<file path="src/include/lmb_pkg.sv">
package lmb_pkg;

   ////////////////////////////////////////////////////////////////////////////
   // Timing: one machine cycle of the core, counted in core clocks
   localparam int CLK_PERIOD_NS = 100;
   localparam int MC_PERIOD_NS = 400;
   localparam int MC_CLKS = MC_PERIOD_NS / CLK_PERIOD_NS;
   localparam logic [1:0] MC_LAST = 2'(MC_CLKS - 1);

   ////////////////////////////////////////////////////////////////////////////
   // Byte lengths and machine-cycle counts
   localparam logic [1:0] LEN1 = 2'h1;
   localparam logic [1:0] LEN2 = 2'h2;
   localparam logic [1:0] LEN3 = 2'h3;
   localparam logic [1:0] CYC1 = 2'h1;
   localparam logic [1:0] CYC2 = 2'h2;

   ////////////////////////////////////////////////////////////////////////////
   // Bit addressing
   localparam logic [7:0] BIT_RAM_BASE = 8'h20;
   localparam int BIT_AREA_SEL = 7;

   ////////////////////////////////////////////////////////////////////////////
   // Operations, operand locations, states
   typedef enum logic [4:0] {
      OP_NONE, OP_AND, OP_OR, OP_XOR, OP_NIBFLIP, OP_ZERO, OP_INV,
      OP_ROTL, OP_ROTLC, OP_ROTR, OP_ROTRC, OP_COPY, OP_DPLOAD, OP_CODERD,
      OP_XMOVE, OP_TRADE, OP_TRADE_LOW, OP_PUSH, OP_POP, OP_BITSET,
      OP_CAND, OP_CANDN, OP_COR, OP_CORN, OP_BRC, OP_BRNC, OP_BRB,
      OP_BRNB, OP_BRBC
   } lmb_op_t;

   typedef enum logic [3:0] {
      LOC_NONE, LOC_MAIN, LOC_BANK, LOC_IND, LOC_DIR, LOC_IMM, LOC_DP16,
      LOC_CODE_DP, LOC_CODE_PC, LOC_XIND, LOC_XD16, LOC_STACK, LOC_CARRY,
      LOC_BIT
   } lmb_loc_t;

   typedef enum logic [2:0] {
      ST_IDLE = 3'b001,
      ST_EXEC = 3'b010,
      ST_DONE = 3'b100
   } lmb_state_t;

   ////////////////////////////////////////////////////////////////////////////
   // Carriers
   typedef struct packed {
      logic [7:0] opcode;
      logic [7:0] byte1;
      logic [7:0] byte2;
      logic [15:0] pc;
      logic [15:0] dp16;
      logic [7:0] main_val;
      logic [7:0] src_val;
      logic [7:0] dst_val;
      logic carry;
      logic bit_val;
   } lmb_req_t;

   typedef struct packed {
      lmb_op_t op;
      lmb_loc_t dst;
      lmb_loc_t src;
      logic [1:0] len;
      logic [1:0] cyc;
      logic illegal;
   } lmb_dec_t;

   typedef struct packed {
      lmb_op_t op;
      lmb_loc_t dst;
      lmb_loc_t src;
      logic [1:0] len;
      logic [1:0] cyc;
      logic [7:0] val;
      logic [7:0] aux;
      logic carry;
      logic bit_val;
      logic [7:0] bit_byte;
      logic [2:0] bit_pos;
      logic main_wr;
      logic mem_wr;
      logic aux_wr;
      logic carry_wr;
      logic bit_wr;
      logic dp_load;
      logic [15:0] dp_val;
      logic [15:0] mem_addr;
      logic br_taken;
      logic [15:0] br_target;
      logic unsupported;
      logic illegal;
   } lmb_res_t;

   typedef struct packed {
      lmb_state_t state;
      logic [1:0] left;
      lmb_res_t res;
   } lmb_core_t;

   localparam lmb_res_t RES_RESET = '0;

endpackage

</file>
<file path="src/verilog/lmb_decode_top.sv">
`timescale 1ns/10ps
`default_nettype none

// Behaviour
// RULE_01: AND into main register: bank/indirect 1B/1C, direct/immediate 2B/1C.
// RULE_02: AND into direct byte: from main 2B/1C, from immediate 3B/2C.
// RULE_03: OR into main register: bank/indirect 1B/1C, direct/immediate 2B/1C.
// RULE_04: OR into direct byte: from main 2B/1C, from immediate 3B/2C.
// RULE_05: XOR into main register: bank/indirect 1B/1C, direct/immediate 2B/1C.
// RULE_06: XOR into direct byte: from main 2B/1C, from immediate 3B/2C.
// RULE_07: Nibble flip swaps main register halves, 1B/1C.
// RULE_08: Zero, invert and four rotations of main register, each 1B/1C.
// RULE_09: Copy to main: bank/indirect 1B/1C, direct/immediate 2B/1C.
// RULE_10: Copy to bank: from main 1B/1C, direct 2B/2C, immediate 2B/1C.
// RULE_11: Copy to direct: main 2B/1C, bank/indirect 2B/2C, direct/immediate 3B/2C.
// RULE_12: Copy to indirect: from main 1B/1C, direct 2B/2C, immediate 2B/1C.
// RULE_13: Load 16-bit pointer with constant, 3B/2C.
// RULE_14: Code table read relative to pointer or program counter, 1B/2C.
// RULE_15: External data move either direction, 8 or 16-bit address, 1B/2C.
// RULE_16: Trade bank/indirect 1B/1C, direct 2B/1C; low-digit trade 1B/1C.
// RULE_17: Push and pop of a direct byte, each 2B/2C.
// RULE_18: Carry zero/set/invert 1B/1C, on bit 2B/1C; bit copies 2B/1C, 2B/2C.
// RULE_19: Carry AND/OR with bit or its inverse, result in carry, 2B/2C.
// RULE_20: Branch on carry set or clear, relative, 2B/2C.
// RULE_21: Branch on bit set or clear, relative, 3B/2C.
// RULE_22: Branch when bit set and clear that bit, 3B/2C.
// RULE_23: Relative offset is signed eight-bit, added to program counter.
// RULE_24: Bit operands map only to bytes 20h-2Fh or SFRs ending 0h/8h.
// RULE_25: External access through 8-bit indirect pointer is not supported.
module lmb_decode_top import lmb_pkg::*; (
   input wire logic core_clk_in,
   input wire logic nrst_in,
   input wire logic req_valid_in,
   input wire lmb_req_t req_in,
   output logic ready_out,
   output logic done_out,
   output lmb_res_t res_out
);

   ////////////////////////////////////////////////////////////////////////////
   // Reset release

   // Asserts at once, releases two edges late so no flop sees a runt release
   logic [1:0] rst_pipe;
   logic nrst_sync;

   always_ff @(posedge core_clk_in or negedge nrst_in) begin
      if (!nrst_in) begin
         rst_pipe <= 2'h0;
      end else begin
         rst_pipe <= {rst_pipe[0], 1'b1};
      end
   end

   assign nrst_sync = rst_pipe[1];

   ////////////////////////////////////////////////////////////////////////////
   // Opcode table

   function automatic lmb_dec_t mk(input lmb_op_t op, input lmb_loc_t dst,
                                   input lmb_loc_t src, input logic [1:0] len,
                                   input logic [1:0] cyc);
      lmb_dec_t d;
      d.op = op;
      d.dst = dst;
      d.src = src;
      d.len = len;
      d.cyc = cyc;
      d.illegal = 1'b0;
      return d;
   endfunction

   function automatic lmb_dec_t decode(input logic [7:0] oc);
      lmb_dec_t d;
      d = mk(OP_NONE, LOC_NONE, LOC_NONE, LEN1, CYC1);
      d.illegal = 1'b1;
      case (oc) inside
         // Logical group
         [8'h58:8'h5f]: d = mk(OP_AND, LOC_MAIN, LOC_BANK, LEN1, CYC1); // RULE_01
         8'h55: d = mk(OP_AND, LOC_MAIN, LOC_DIR, LEN2, CYC1); // RULE_01
         [8'h56:8'h57]: d = mk(OP_AND, LOC_MAIN, LOC_IND, LEN1, CYC1); // RULE_01
         8'h54: d = mk(OP_AND, LOC_MAIN, LOC_IMM, LEN2, CYC1); // RULE_01
         8'h52: d = mk(OP_AND, LOC_DIR, LOC_MAIN, LEN2, CYC1); // RULE_02
         8'h53: d = mk(OP_AND, LOC_DIR, LOC_IMM, LEN3, CYC2); // RULE_02
         [8'h48:8'h4f]: d = mk(OP_OR, LOC_MAIN, LOC_BANK, LEN1, CYC1); // RULE_03
         8'h45: d = mk(OP_OR, LOC_MAIN, LOC_DIR, LEN2, CYC1); // RULE_03
         [8'h46:8'h47]: d = mk(OP_OR, LOC_MAIN, LOC_IND, LEN1, CYC1); // RULE_03
         8'h44: d = mk(OP_OR, LOC_MAIN, LOC_IMM, LEN2, CYC1); // RULE_03
         8'h42: d = mk(OP_OR, LOC_DIR, LOC_MAIN, LEN2, CYC1); // RULE_04
         8'h43: d = mk(OP_OR, LOC_DIR, LOC_IMM, LEN3, CYC2); // RULE_04
         [8'h68:8'h6f]: d = mk(OP_XOR, LOC_MAIN, LOC_BANK, LEN1, CYC1); // RULE_05
         8'h65: d = mk(OP_XOR, LOC_MAIN, LOC_DIR, LEN2, CYC1); // RULE_05
         [8'h66:8'h67]: d = mk(OP_XOR, LOC_MAIN, LOC_IND, LEN1, CYC1); // RULE_05
         8'h64: d = mk(OP_XOR, LOC_MAIN, LOC_IMM, LEN2, CYC1); // RULE_05
         8'h62: d = mk(OP_XOR, LOC_DIR, LOC_MAIN, LEN2, CYC1); // RULE_06
         8'h63: d = mk(OP_XOR, LOC_DIR, LOC_IMM, LEN3, CYC2); // RULE_06
         8'hc4: d = mk(OP_NIBFLIP, LOC_MAIN, LOC_MAIN, LEN1, CYC1); // RULE_07
         8'he4: d = mk(OP_ZERO, LOC_MAIN, LOC_MAIN, LEN1, CYC1); // RULE_08
         8'hf4: d = mk(OP_INV, LOC_MAIN, LOC_MAIN, LEN1, CYC1); // RULE_08
         8'h23: d = mk(OP_ROTL, LOC_MAIN, LOC_MAIN, LEN1, CYC1); // RULE_08
         8'h33: d = mk(OP_ROTLC, LOC_MAIN, LOC_MAIN, LEN1, CYC1); // RULE_08
         8'h03: d = mk(OP_ROTR, LOC_MAIN, LOC_MAIN, LEN1, CYC1); // RULE_08
         8'h13: d = mk(OP_ROTRC, LOC_MAIN, LOC_MAIN, LEN1, CYC1); // RULE_08

         // Data transfer group
         [8'he8:8'hef]: d = mk(OP_COPY, LOC_MAIN, LOC_BANK, LEN1, CYC1); // RULE_09
         8'he5: d = mk(OP_COPY, LOC_MAIN, LOC_DIR, LEN2, CYC1); // RULE_09
         [8'he6:8'he7]: d = mk(OP_COPY, LOC_MAIN, LOC_IND, LEN1, CYC1); // RULE_09
         8'h74: d = mk(OP_COPY, LOC_MAIN, LOC_IMM, LEN2, CYC1); // RULE_09
         [8'hf8:8'hff]: d = mk(OP_COPY, LOC_BANK, LOC_MAIN, LEN1, CYC1); // RULE_10
         [8'ha8:8'haf]: d = mk(OP_COPY, LOC_BANK, LOC_DIR, LEN2, CYC2); // RULE_10
         [8'h78:8'h7f]: d = mk(OP_COPY, LOC_BANK, LOC_IMM, LEN2, CYC1); // RULE_10
         8'hf5: d = mk(OP_COPY, LOC_DIR, LOC_MAIN, LEN2, CYC1); // RULE_11
         [8'h88:8'h8f]: d = mk(OP_COPY, LOC_DIR, LOC_BANK, LEN2, CYC2); // RULE_11
         8'h85: d = mk(OP_COPY, LOC_DIR, LOC_DIR, LEN3, CYC2); // RULE_11
         [8'h86:8'h87]: d = mk(OP_COPY, LOC_DIR, LOC_IND, LEN2, CYC2); // RULE_11
         8'h75: d = mk(OP_COPY, LOC_DIR, LOC_IMM, LEN3, CYC2); // RULE_11
         [8'hf6:8'hf7]: d = mk(OP_COPY, LOC_IND, LOC_MAIN, LEN1, CYC1); // RULE_12
         [8'ha6:8'ha7]: d = mk(OP_COPY, LOC_IND, LOC_DIR, LEN2, CYC2); // RULE_12
         [8'h76:8'h77]: d = mk(OP_COPY, LOC_IND, LOC_IMM, LEN2, CYC1); // RULE_12
         8'h90: d = mk(OP_DPLOAD, LOC_DP16, LOC_IMM, LEN3, CYC2); // RULE_13
         8'h93: d = mk(OP_CODERD, LOC_MAIN, LOC_CODE_DP, LEN1, CYC2); // RULE_14
         8'h83: d = mk(OP_CODERD, LOC_MAIN, LOC_CODE_PC, LEN1, CYC2); // RULE_14
         [8'he2:8'he3]: d = mk(OP_XMOVE, LOC_MAIN, LOC_XIND, LEN1, CYC2); // RULE_15
         8'he0: d = mk(OP_XMOVE, LOC_MAIN, LOC_XD16, LEN1, CYC2); // RULE_15
         [8'hf2:8'hf3]: d = mk(OP_XMOVE, LOC_XIND, LOC_MAIN, LEN1, CYC2); // RULE_15
         8'hf0: d = mk(OP_XMOVE, LOC_XD16, LOC_MAIN, LEN1, CYC2); // RULE_15
         [8'hc8:8'hcf]: d = mk(OP_TRADE, LOC_MAIN, LOC_BANK, LEN1, CYC1); // RULE_16
         8'hc5: d = mk(OP_TRADE, LOC_MAIN, LOC_DIR, LEN2, CYC1); // RULE_16
         [8'hc6:8'hc7]: d = mk(OP_TRADE, LOC_MAIN, LOC_IND, LEN1, CYC1); // RULE_16
         [8'hd6:8'hd7]: d = mk(OP_TRADE_LOW, LOC_MAIN, LOC_IND, LEN1, CYC1); // RULE_16
         8'hc0: d = mk(OP_PUSH, LOC_STACK, LOC_DIR, LEN2, CYC2); // RULE_17
         8'hd0: d = mk(OP_POP, LOC_DIR, LOC_STACK, LEN2, CYC2); // RULE_17

         // Boolean group
         8'hc3: d = mk(OP_ZERO, LOC_CARRY, LOC_CARRY, LEN1, CYC1); // RULE_18
         8'hc2: d = mk(OP_ZERO, LOC_BIT, LOC_BIT, LEN2, CYC1); // RULE_18
         8'hd3: d = mk(OP_BITSET, LOC_CARRY, LOC_CARRY, LEN1, CYC1); // RULE_18
         8'hd2: d = mk(OP_BITSET, LOC_BIT, LOC_BIT, LEN2, CYC1); // RULE_18
         8'hb3: d = mk(OP_INV, LOC_CARRY, LOC_CARRY, LEN1, CYC1); // RULE_18
         8'hb2: d = mk(OP_INV, LOC_BIT, LOC_BIT, LEN2, CYC1); // RULE_18
         8'ha2: d = mk(OP_COPY, LOC_CARRY, LOC_BIT, LEN2, CYC1); // RULE_18
         8'h92: d = mk(OP_COPY, LOC_BIT, LOC_CARRY, LEN2, CYC2); // RULE_18
         8'h82: d = mk(OP_CAND, LOC_CARRY, LOC_BIT, LEN2, CYC2); // RULE_19
         8'hb0: d = mk(OP_CANDN, LOC_CARRY, LOC_BIT, LEN2, CYC2); // RULE_19
         8'h72: d = mk(OP_COR, LOC_CARRY, LOC_BIT, LEN2, CYC2); // RULE_19
         8'ha0: d = mk(OP_CORN, LOC_CARRY, LOC_BIT, LEN2, CYC2); // RULE_19
         8'h40: d = mk(OP_BRC, LOC_NONE, LOC_CARRY, LEN2, CYC2); // RULE_20
         8'h50: d = mk(OP_BRNC, LOC_NONE, LOC_CARRY, LEN2, CYC2); // RULE_20
         8'h20: d = mk(OP_BRB, LOC_NONE, LOC_BIT, LEN3, CYC2); // RULE_21
         8'h30: d = mk(OP_BRNB, LOC_NONE, LOC_BIT, LEN3, CYC2); // RULE_21
         8'h10: d = mk(OP_BRBC, LOC_BIT, LOC_BIT, LEN3, CYC2); // RULE_22
         default: d.illegal = 1'b1;
      endcase
      return d;
   endfunction

   ////////////////////////////////////////////////////////////////////////////
   // Operand steering

   lmb_core_t core;
   lmb_core_t next_core;
   lmb_dec_t dec;
   lmb_res_t fill;
   logic accept;
   logic tick;
   logic quiet;
   logic [7:0] imm;
   logic [7:0] rel;
   logic [7:0] opnd_a;
   logic [7:0] opnd_b;
   logic [7:0] alu_val;
   logic [7:0] alu_aux;
   logic alu_carry;
   logic alu_bit;

   assign ready_out = (core.state == ST_IDLE);
   assign accept = ready_out && req_valid_in;
   assign done_out = (core.state == ST_DONE);
   assign res_out = core.res;

   always_comb begin
      dec = decode(req_in.opcode);
      imm = (dec.len == LEN3) ? req_in.byte2 : req_in.byte1;
      // Bit branches carry the bit address first, offset second
      rel = (dec.len == LEN3) ? req_in.byte2 : req_in.byte1;
      // Direct destinations combine with their own old value
      opnd_a = (dec.dst == LOC_DIR) ? req_in.dst_val : req_in.main_val;
      case (dec.src)
         LOC_MAIN: opnd_b = req_in.main_val;
         LOC_IMM: opnd_b = imm;
         default: opnd_b = req_in.src_val;
      endcase
   end

   lmb_alu lmb_alu_i (
      .op_in(dec.op),
      .a_in(opnd_a),
      .b_in(opnd_b),
      .carry_in(req_in.carry),
      .bit_in(req_in.bit_val),
      .val_out(alu_val),
      .aux_out(alu_aux),
      .carry_out(alu_carry),
      .bit_out(alu_bit)
   );

   ////////////////////////////////////////////////////////////////////////////
   // Machine-cycle divider

   lmb_mc_tick lmb_mc_tick_i (
      .core_clk_in(core_clk_in),
      .nrst_in(nrst_sync),
      .clr_in(accept),
      .tick_out(tick)
   );

   ////////////////////////////////////////////////////////////////////////////
   // Bit address mapping

   logic [7:0] bit_byte;
   logic [2:0] bit_pos;

   // Upper half of the bit space lands on SFRs whose address ends in 0h or 8h
   always_comb begin
      if (req_in.byte1[BIT_AREA_SEL]) begin
         bit_byte = {req_in.byte1[7:3], 3'h0}; // RULE_24
      end else begin
         bit_byte = BIT_RAM_BASE + {4'h0, req_in.byte1[6:3]}; // RULE_24
      end
      bit_pos = req_in.byte1[2:0];
   end

   ////////////////////////////////////////////////////////////////////////////
   // Relative branches

   logic [15:0] seq_pc;
   logic [15:0] rel_ext;
   logic br_taken;
   logic [15:0] br_target;

   always_comb begin
      // Address of the following instruction; relative forms count from it
      seq_pc = req_in.pc + {14'h0, dec.len};
      rel_ext = {{8{rel[7]}}, rel}; // RULE_23
      case (dec.op)
         OP_BRC: br_taken = req_in.carry; // RULE_20
         OP_BRNC: br_taken = !req_in.carry; // RULE_20
         OP_BRB: br_taken = req_in.bit_val; // RULE_21
         OP_BRNB: br_taken = !req_in.bit_val; // RULE_21
         OP_BRBC: br_taken = req_in.bit_val; // RULE_22
         default: br_taken = 1'b0;
      endcase
      br_target = seq_pc + rel_ext; // RULE_23
   end

   ////////////////////////////////////////////////////////////////////////////
   // Result assembly

   always_comb begin
      fill = RES_RESET;
      // Unsupported and undefined opcodes still time out, so fetch never hangs
      quiet = dec.illegal || dec.src == LOC_XIND || dec.dst == LOC_XIND;
      fill.op = dec.op;
      fill.dst = dec.dst;
      fill.src = dec.src;
      fill.len = dec.len;
      fill.cyc = dec.cyc;
      fill.val = alu_val;
      fill.aux = alu_aux;
      fill.carry = alu_carry;
      fill.bit_val = alu_bit;
      fill.illegal = dec.illegal;
      fill.unsupported = dec.src == LOC_XIND || dec.dst == LOC_XIND; // RULE_25
      fill.bit_byte = bit_byte; // RULE_24
      fill.bit_pos = bit_pos;

      // Write enables
      fill.main_wr = !quiet && dec.dst == LOC_MAIN; // RULE_25
      fill.mem_wr = !quiet && (dec.dst inside {LOC_BANK, LOC_IND, LOC_DIR, LOC_XD16,
                                                LOC_STACK});
      fill.aux_wr = !quiet && (dec.op inside {OP_TRADE, OP_TRADE_LOW}); // RULE_16
      fill.carry_wr = !quiet && (dec.dst == LOC_CARRY ||
                                 dec.op inside {OP_ROTLC, OP_ROTRC}); // RULE_08
      // Bit is cleared only when the branch fires
      fill.bit_wr = !quiet && dec.dst == LOC_BIT &&
                    (dec.op != OP_BRBC || req_in.bit_val); // RULE_22
      fill.dp_load = dec.op == OP_DPLOAD; // RULE_13
      fill.dp_val = {req_in.byte1, req_in.byte2};
      case (dec.src)
         LOC_CODE_DP: fill.mem_addr = req_in.dp16 + {8'h00, req_in.main_val}; // RULE_14
         LOC_CODE_PC: fill.mem_addr = seq_pc + {8'h00, req_in.main_val}; // RULE_14
         LOC_XD16: fill.mem_addr = req_in.dp16; // RULE_15
         default: fill.mem_addr = (dec.dst == LOC_XD16) ? req_in.dp16 : 16'h0000;
      endcase
      fill.br_taken = br_taken; // RULE_20
      fill.br_target = br_target; // RULE_23
   end

   ////////////////////////////////////////////////////////////////////////////
   // Machine-cycle sequencer

   always_comb begin
      next_core = core;
      unique case (core.state)
         ST_IDLE: begin
            if (accept) begin
               next_core.res = fill;
               next_core.left = dec.cyc;
               next_core.state = ST_EXEC;
            end
         end
         ST_EXEC: begin
            // Count down whole machine cycles
            if (tick) begin
               if (core.left == CYC1) begin
                  next_core.state = ST_DONE;
               end else begin
                  next_core.left = core.left - CYC1;
               end
            end
         end
         ST_DONE: begin
            next_core.state = ST_IDLE;
         end
         // A corrupted one-hot code falls back to idle instead of locking up
         default: begin
            next_core.state = ST_IDLE;
         end
      endcase
   end

   always_ff @(posedge core_clk_in or negedge nrst_sync) begin
      if (!nrst_sync) begin
         core.state <= ST_IDLE;
         core.left <= 2'h0;
         core.res <= RES_RESET;
      end else begin
         core <= next_core;
      end
   end

endmodule

`default_nettype wire

</file>
<file path="src/verilog/lmb_mc_tick.sv">
`timescale 1ns/10ps
`default_nettype none

module lmb_mc_tick import lmb_pkg::*; (
   input wire logic core_clk_in,
   input wire logic nrst_in,
   input wire logic clr_in,
   output logic tick_out
);

   logic [1:0] cnt;
   logic [1:0] next_cnt;

   // Restart on clear so every instruction sees full machine cycles
   always_comb begin
      tick_out = (cnt == MC_LAST) && !clr_in;
      if (clr_in || cnt == MC_LAST) begin
         next_cnt = 2'h0;
      end else begin
         next_cnt = cnt + 2'h1;
      end
   end

   always_ff @(posedge core_clk_in or negedge nrst_in) begin
      if (!nrst_in) begin
         cnt <= 2'h0;
      end else begin
         cnt <= next_cnt;
      end
   end

endmodule

`default_nettype wire

</file>
<file path="src/verilog/lmb_alu.sv">
`timescale 1ns/10ps
`default_nettype none

module lmb_alu import lmb_pkg::*; (
   input wire lmb_op_t op_in,
   input wire logic [7:0] a_in,
   input wire logic [7:0] b_in,
   input wire logic carry_in,
   input wire logic bit_in,
   output logic [7:0] val_out,
   output logic [7:0] aux_out,
   output logic carry_out,
   output logic bit_out
);

   always_comb begin
      val_out = a_in;
      aux_out = b_in;
      carry_out = carry_in;
      bit_out = bit_in;
      case (op_in)
         OP_AND: val_out = a_in & b_in; // RULE_01
         OP_OR: val_out = a_in | b_in; // RULE_03
         OP_XOR: val_out = a_in ^ b_in; // RULE_05
         OP_NIBFLIP: val_out = {a_in[3:0], a_in[7:4]}; // RULE_07
         OP_ZERO: begin
            val_out = 8'h00; // RULE_08
            carry_out = 1'b0; // RULE_18
            bit_out = 1'b0;
         end
         OP_INV: begin
            val_out = ~a_in; // RULE_08
            carry_out = ~carry_in; // RULE_18
            bit_out = ~bit_in;
         end
         OP_BITSET: begin
            carry_out = 1'b1; // RULE_18
            bit_out = 1'b1;
         end
         OP_ROTL: val_out = {a_in[6:0], a_in[7]}; // RULE_08
         OP_ROTR: val_out = {a_in[0], a_in[7:1]}; // RULE_08
         OP_ROTLC: begin
            val_out = {a_in[6:0], carry_in}; // RULE_08
            carry_out = a_in[7];
         end
         OP_ROTRC: begin
            val_out = {carry_in, a_in[7:1]}; // RULE_08
            carry_out = a_in[0];
         end
         OP_COPY, OP_CODERD, OP_XMOVE, OP_PUSH, OP_POP: begin
            val_out = b_in; // RULE_09
            carry_out = bit_in; // RULE_18
            bit_out = carry_in;
         end
         OP_TRADE: begin
            val_out = b_in; // RULE_16
            aux_out = a_in;
         end
         OP_TRADE_LOW: begin
            val_out = {a_in[7:4], b_in[3:0]}; // RULE_16
            aux_out = {b_in[7:4], a_in[3:0]};
         end
         OP_CAND: carry_out = carry_in & bit_in; // RULE_19
         OP_CANDN: carry_out = carry_in & ~bit_in; // RULE_19
         OP_COR: carry_out = carry_in | bit_in; // RULE_19
         OP_CORN: carry_out = carry_in | ~bit_in; // RULE_19
         OP_BRBC: bit_out = 1'b0; // RULE_22
         default: val_out = a_in;
      endcase
   end

endmodule

`default_nettype wire

</file>
<file path="config.mk">
export PLATFORM = sky130hd
export DESIGN_NAME = lmb_decode_top
export DESIGN_NICKNAME = d
export VERILOG_FILES = /design/src/include/lmb_pkg.sv /design/src/verilog/lmb_decode_top.sv /design/src/verilog/lmb_mc_tick.sv /design/src/verilog/lmb_alu.sv
export SDC_FILE = /design/constraint.sdc
export NUM_CORES = 1
export LEC_CHECK = 0
export BUFFER_PORTS_ARGS = -buffer_cell sky130_fd_sc_hd__buf_2
export CORE_UTILIZATION = 29
export CTS_BUF_LIST = sky130_fd_sc_hd__clkbuf_4
export DETAILED_ROUTE_END_ITERATION = 6
export GPL_ROUTABILITY_DRIVEN = 0
export HOLD_SLACK_MARGIN = 0.12
export PLACE_DENSITY_LB_ADDON = 0.08
export SYNTH_ARGS = -nofsm -noshare
export SYNTH_HDL_FRONTEND = slang
export SYNTH_SLANG_ARGS = --single-unit
</file>
<file path="constraint.sdc">
create_clock -name core_clk_in -period 8.5 [get_ports core_clk_in]
set_input_delay 1.7 -clock core_clk_in [delete_from_list [all_inputs] [get_ports core_clk_in]]
set_output_delay 1.7 -clock core_clk_in [all_outputs]
set_load 0.02 [all_outputs]
</file>
==> flow_summary.yaml, run 1 <==
status:
  status: "complete, no violations"
die:
  top_level_ports: 190
  dieArea_mm2: 0.0350
  die_x_um: 187
  rows: 67
  initial_core_util_pct: 29.5
  fp.dieH_um: 187
  core-area_mm2: 0.0336
clocking:
  clk_latency_ns: 0.54
  cts-root-buf: "clkbuf_4"
  postCtsSetupBuffers: 0
  cts_buffers: 9
  hold_buffers: 0
  ctsHtreeMaxLevel: 3
  clock-sinks: 108
  cts_buffer_depth: 2
  tritoncts: "done"
  clk_pin_slew_ns: 0.22
  cts_resized: 0
job:
  cap_viol_max_count: 0
timing:
  hold_viol: 0
  finalClockSkew_ns: 0.0356
  rsz0062_at_grt: "no"
  finalSetupViolCount: 0
  fin_crit_sh_pct: 80.3
  max_freq_mhz: 146
  fin_crit_ns: 6.83
  tightest_slew_ns: 1.19
  fin_setup_tns_ns: 0
  report.final.slew_viol_count: 0
  timing.slew.headroom_pct: 20.1
synthesis:
  synth_seq_area_share_pct: 27.2
  synthTopCellsByArea: "dfrtp_1, buf_4, nand2_1"
  synth_top_area_share_pct: 27.0
  netlist_area_mm2: 0.00993
  synth_top_cell_by_area: "dfrtp_1"
  syn_nets: 1390
  ys_types: 95
  ys_ff_latch: 108
  ys.flop_type: "dfrtp_1"
  synth.most_common_cell: "nand2_1"
  synthCells: 1256
  synthArstFlopShare_pct: 100
  synth_commonest_cells: "nand2_1, buf_4, dfrtp_1"
  synth_edf_count: 0
  avgSynthCellArea_um2: 7.91
  ys_warn_count: 0
cells_and_area:
  drive_above_1_share_pct: 20.6
  utilization_pct: 31.6
  syn_to_final_growth_pct: 6.90
  nets: 1432
  design_area_mm2: 0.0106
pwr:
  ir_worst_vdd_v: 0.000226
  p_sw_mw: 1.24
  power.leakage_nw: 4.80
  seqPwrFrac_pct: 34.4
  clock_power_share_pct: 12.1
  switching_share_pct: 49.0
  powerDensity_mw_per_mm2: 239
  p_comb_share_pct: 53.5
  intPower_mw: 1.29
worst_setup_path:
  crit_fanout: 34
  end_kind: "flip-flop"
  crit_type: "primary input to flip-flop"
  required_ns: 8.92
  startpoint_type: "primary input"
  cp_data_arrival_time_ns: 7.25
place:
  hpwl_um: 29300
  dpl-instance-area_mm2: 0.0105
  portBuffers: 189
global_routing:
  antenna_found_initial: 5
  grt_first_pass_wirelength_um: 58500
  grt_overflow_total: 0
  grt_max_degree: 71
  grt_usage_pct: 21.9
  grt_pass1_vias: 9066
routing:
  wl_per_cell_um: 22.0
  dr.pass1.iters: 5
  wl_um: 38600
  via_per_inst: 5.47
  routed-via-count: 9604
  drtAntennaViolNets: 0
  drt_drc_violations_left: 0
  drtIter0Drc: 1041
hold_path:
  hold_class: "flip-flop to async pin"
[layout by cell type, fill, tap and decap left out, drive strengths merged, types with 7 or more instances in the layout]
master | netlist | final
o21ai | 79 | 79
nor2b | 17 | 17
ha | 46 | 46
nor4 | 7 | 7
xor2 | 13 | 13
clkbuf | 40 | 10
a211oi | 8 | 8
inv | 45 | 49
nand2b | 14 | 14
nor2 | 92 | 92
nor3 | 27 | 27
nand3 | 29 | 29
dfrtp | 107 | 107
a21o | 14 | 14
a31oi | 28 | 28
o211ai | 14 | 14
xnor2 | 27 | 27
and2 | 7 | 7
a221oi | 19 | 19
buf | 137 | 208
o21a | 7 | 7
o31ai | 16 | 16
a21oi | 62 | 62
nand2 | 199 | 199
nor3b | 10 | 10
and3 | 9 | 9
mux2i | 21 | 21
a22oi | 9 | 9
nand4 | 20 | 20
[metrics by stage]
step	cells	setup slack, ns	hold WS (ns)	power, mW
CTS	1751	1.78	0.374	2.56
floorplan	1256	2.32	0.331	2.06
finish	1756	1.67	0.332	2.53
detailed placement	1735	1.21	0.343	2.25
global placement	1735	0.889	0.337	2.24
global route	1756	1.25	0.383	2.74
[per-layer routing]
| metal | global-route usage (%) | wire (um) |
|---|---|---|
| met1 | 33.2 | 19300 |
| met2 | 30.9 | 15700 |
| met3 | 3.43 | 2590 |
| met4 | 7.82 | 1060 |
| met5 | 0 | 0 |
[path summary, 6_finish.rpt]
kind	depth (start not counted)	from	endpoint	slack, ns
min in group core_clk_in	0	rst_pipe[0]$_DFF_PN0_	rst_pipe[1]$_DFF_PN0_	0.37
max in group asynchronous	1	rst_pipe[1]$_DFF_PN0_	res_out[67]$_DFFE_PN0P_	6.86
hold / removal	0	rst_pipe[1]$_DFF_PN0_	res_out[84]$_DFFE_PN0P_	0.33
setup / recovery	19	req_in[81]	res_out[34]$_DFFE_PN0P_	1.67
hold reg to reg	0	rst_pipe[1]$_DFF_PN0_	res_out[84]$_DFFE_PN0P_	0.33
setup reg to reg	6	core[105]$_DFFE_PN1P_	res_out[0]$_DFFE_PN0P_	5.43
[power by group through the flow]
stage | Clock [mW] | Combinational, mW | Sequential, mW
2_1_floorplan | 0 | 1.21 | 0.847
3_3_place_gp | 0 | 1.36 | 0.881
3_5_place_dp | 0 | 1.36 | 0.888
4_1_cts | 0.320 | 1.37 | 0.876
5_1_grt | 0.339 | 1.49 | 0.905
6_report | 0.306 | 1.36 | 0.872
[sequential cells by signal, summed over array words and instances (netlist names)]
| signal | flops |
|---|---|
| res_out | 99 |
| core | 5 |
| lmb_mc_tick_i.cnt | 2 |
| rst_pipe | 2 |
[worst max-delay path: stages]
cell	delay [ns]
buf_2	0.51
nor4bb_2	0.86
nand2_1	0.33
nand4_1	0.21
or4b_1	0.29
nor3_1	0.16
fa_1	0.50
xnor2_1	0.19
mux2_2	0.29
ha_1	0.30
a21oi_1	0.17
nand2_1	0.11
a31oi_1	0.34
o22ai_1	0.19
o21ai_0	0.39
nor3_1	0.13
xnor2_1	0.14
a221oi_1	0.33
nor2_1	0.08
[cell families after synthesis]
group | synth area share [%]
simple gates | 24.6
compound gates | 21.8
buf+inv | 13.3
flops | 27.2
fa+ha+maj | 6.40
xor+xnor | 3.53
mux | 3.14
other cells | 0.0378
[final cells by class]
cell class,instances,area [um2]
Multi-Input combinational cell,925,5920
Timing Repair Buffer,208,1090
Tap cell,448,561
Clock buffer,10,75.1
Fill cell,3716,23000
Clock inverter,6,75.1
Antenna cell,5,12.5
Inverter,46,173
Sequential cell,108,2710
Power figures use the tool's default switching activity.
==> inputs of run 2 (changes only) <==
ABC_AREA = 1   (was unset)
clock period = 6.2 ns   (was 8.5 ns; I/O delays follow)
==> flow_summary.yaml, run 2 <==
worst_setup_path:
  reg2reg_depth: 8
  rrSetupSlack_ns: 2.92
  required_ns: 6.69
  crit_fanout: 7
  crit_type: "primary input to flip-flop"
  r2r-end: "res_out[21]$_DFFE_PN0P_"
  cp_slowest_cell: "ha_1"
  cpPeakStageDelay_ns: 0.32
  end_kind: "flip-flop"
  cpMostUsedCell: "nand2_1"
  cp_data_arrival_time_ns: 6.20
  reg2reg_from: "core[105]$_DFFE_PN1P_"
  startpoint_type: "primary input"
timing:
  finalSetupViolCount: 0
  setup_slack_ns: 0.485
  fin_crit_ns: 5.71
  rsz0062_at_grt: "no"
  report.final.slew_viol_count: 0
  timing.slew.headroom_pct: 35.1
  tightest_slew_ns: 0.965
  fin_crit_sh_pct: 92.2
  finalClockSkew_ns: 0.0382
  max_freq_mhz: 175
  hold_viol: 0
synthesis:
  synth.most_common_cell: "nand2_1"
  synth_top_cell_by_area: "dfrtp_1"
  avgSynthCellArea_um2: 6.40
  ys_types: 57
  ys_ff_latch: 108
  ys_warn_count: 0
  synth_edf_count: 0
  synth_top_area_share_pct: 26.2
  synthCells: 1594
  synth_commonest_cells: "nand2_1, inv_1, nor2_1"
  synthArstFlopShare_pct: 100
  netlist_area_mm2: 0.0102
  synth_seq_area_share_pct: 26.5
  ys.flop_type: "dfrtp_1"
  syn_nets: 1728
  synthTopCellsByArea: "dfrtp_1, nand2_1, buf_4"
routing:
  dr.pass1.iters: 5
  drt_drc_violations_left: 0
  wl_um: 38000
  via_per_inst: 4.73
  drtIter0Drc: 514
  routed-via-count: 10500
  wl_per_cell_um: 17.1
  drtAntennaViolNets: 0
cells_and_area:
  final_common_cell: "nand2_1"
  syn_to_final_growth_pct: 15.6
  largest_register_ffs: 99
  nets: 1896
  drive_above_1_share_pct: 22.9
  most-common-layout-cells: "nand2_1, inv_1, buf_2"
  multi_input_area_mm2: 0.00571
  seqCellArea_mm2: 0.00271
  fin_cells: 2225
  nFillCells: 3995
die:
  fp.dieH_um: 190
  dieArea_mm2: 0.0359
  rows: 68
  initial_core_util_pct: 29.5
  core-area_mm2: 0.0345
  top_level_ports: 190
  die_x_um: 190
clocking:
  clock-sinks: 108
  postCtsSetupBuffers: 0
  clk_pin_slew_ns: 0.20
  cts-root-buf: "clkbuf_4"
  cts_buffer_depth: 2
  hold_buffers: 0
  ctsHtreeMaxLevel: 3
  cts_resized: 0
  tritoncts: "done"
  cts_buffers: 9
  clk_latency_ns: 0.58
global_routing:
  grt_pass1_vias: 10300
  grt_usage_pct: 21.4
  grt_max_degree: 65
  antenna_found_initial: 3
  grt_first_pass_wirelength_um: 59000
  grt_overflow_total: 0
pwr:
  power.leakage_nw: 6.71
  powerDensity_mw_per_mm2: 306
  ir_worst_vdd_v: 0.000193
place:
  dpl_worst_slack_ns: -0.197
  hpwl_um: 30800
  dp_cells: 2206
  portBuffers: 189
hold_path:
  hold_depth: 0
  hold_class: "flip-flop to flip-flop"
  hp-start: "rst_pipe[0]$_DFF_PN0_"
  holdPathEnd: "rst_pipe[1]$_DFF_PN0_"
status:
  status: "complete, no violations"
job:
  cap_viol_max_count: 0
-- run 2: cell count changes after synthesis, moves of 14 or more --
cell      before  now
a221oi_1      19    1
a31oi_1       27    2
inv_1         44  196
inv_2          1   22
mux2i_1       16    1
nand2_1      199  397
nand2_2        0   23
nand2b_1      14    0
nand3_1       29  112
nand4_1       20   44
nor2_1        90  174
nor2b_1       17    0
o21ai_0       74  105
xnor2_1       27    9
-- run 2: worst max-delay path by stage --
stage	startpoint	end	slack [ns]	depth (start not counted)
after detailed placement	req_in[81]	res_out[17]$_DFFE_PN0P_	-0.20	33
after global placement	req_in[75]	res_out[34]$_DFFE_PN0P_	-0.14	32
after CTS	req_in[81]	res_out[17]$_DFFE_PN0P_	0.47	33
after floorplan	req_in[78]	res_out[33]$_DFFE_PN0P_	0.51	35
after global routing	req_in[78]	res_out[34]$_DFFE_PN0P_	0.01	36
final	req_in[81]	res_out[34]$_DFFE_PN0P_	0.49	33
-- run 2: cell type report --
type	instances	area share, %
sequential	108	23.0
tap	455	4.83
timing repair buffer	299	15.0
clock inverter	7	1.02
clock buffer	9	0.573
inverter	224	7.13
antenna	3	0.0636
multi-input combinational	1120	48.4
-- run 2: report_power, final --
group | switching, mW | internal (mW) | leakage, nW | total [mW]
registers | 0.176 | 1.02 | 1.34 | 1.19
logic | 1.28 | 0.663 | 5.27 | 1.94
clock network | 0.299 | 0.174 | 0.0942 | 0.473
-- run 2: through the flow --
stage	hold slack, ns	total power, mW	setup TNS (ns)	cell area, um2	utilization (%)
2_1_floorplan	0.331	2.86	0	10200	-
3_3_place_gp	0.337	3.18	-0.606	11600	33.6
3_5_place_dp	0.343	3.18	-0.754	11600	33.6
4_1_cts	0.343	3.68	0	11800	34.1
5_1_grt	0.342	3.94	0	11800	34.1
6_report	0.379	3.61	0	11800	34.1
-- run 2: metal layers --
layer	part of all wire, %	routed length [um]	global-route usage (%)	up-vias
met1	48	18100	28.8	4806
met2	45	17100	34.8	308
met3	4.3	1630	3.04	48
li1	-	-	-	5352
met4	2.8	1080	7.75	0
met5	0	0	0	-
-- run 2: critical path, delay by kind of cell --
| family | cells | cell delay, ns |
|---|---|---|
| AO/OA/AOI/OAI | 6 | 0.87 |
| XOR/XNOR | 1 | 0.19 |
| adder cells (fa/ha/maj) | 2 | 0.58 |
| buffers and inverters | 4 | 0.58 |
| AND/OR/NAND/NOR | 20 | 2.73 |
-- run 2: cells by family after synthesis --
group | synth area share, %
and+or+nand+nor | 36.3
other | 0.0368
adders and majority gates | 6.23
muxes | 0.0981
DFF | 26.5
AOI/OAI and AO/OA | 11.1
xor gates and xnor gates | 2.15
buffers and inverters | 17.6
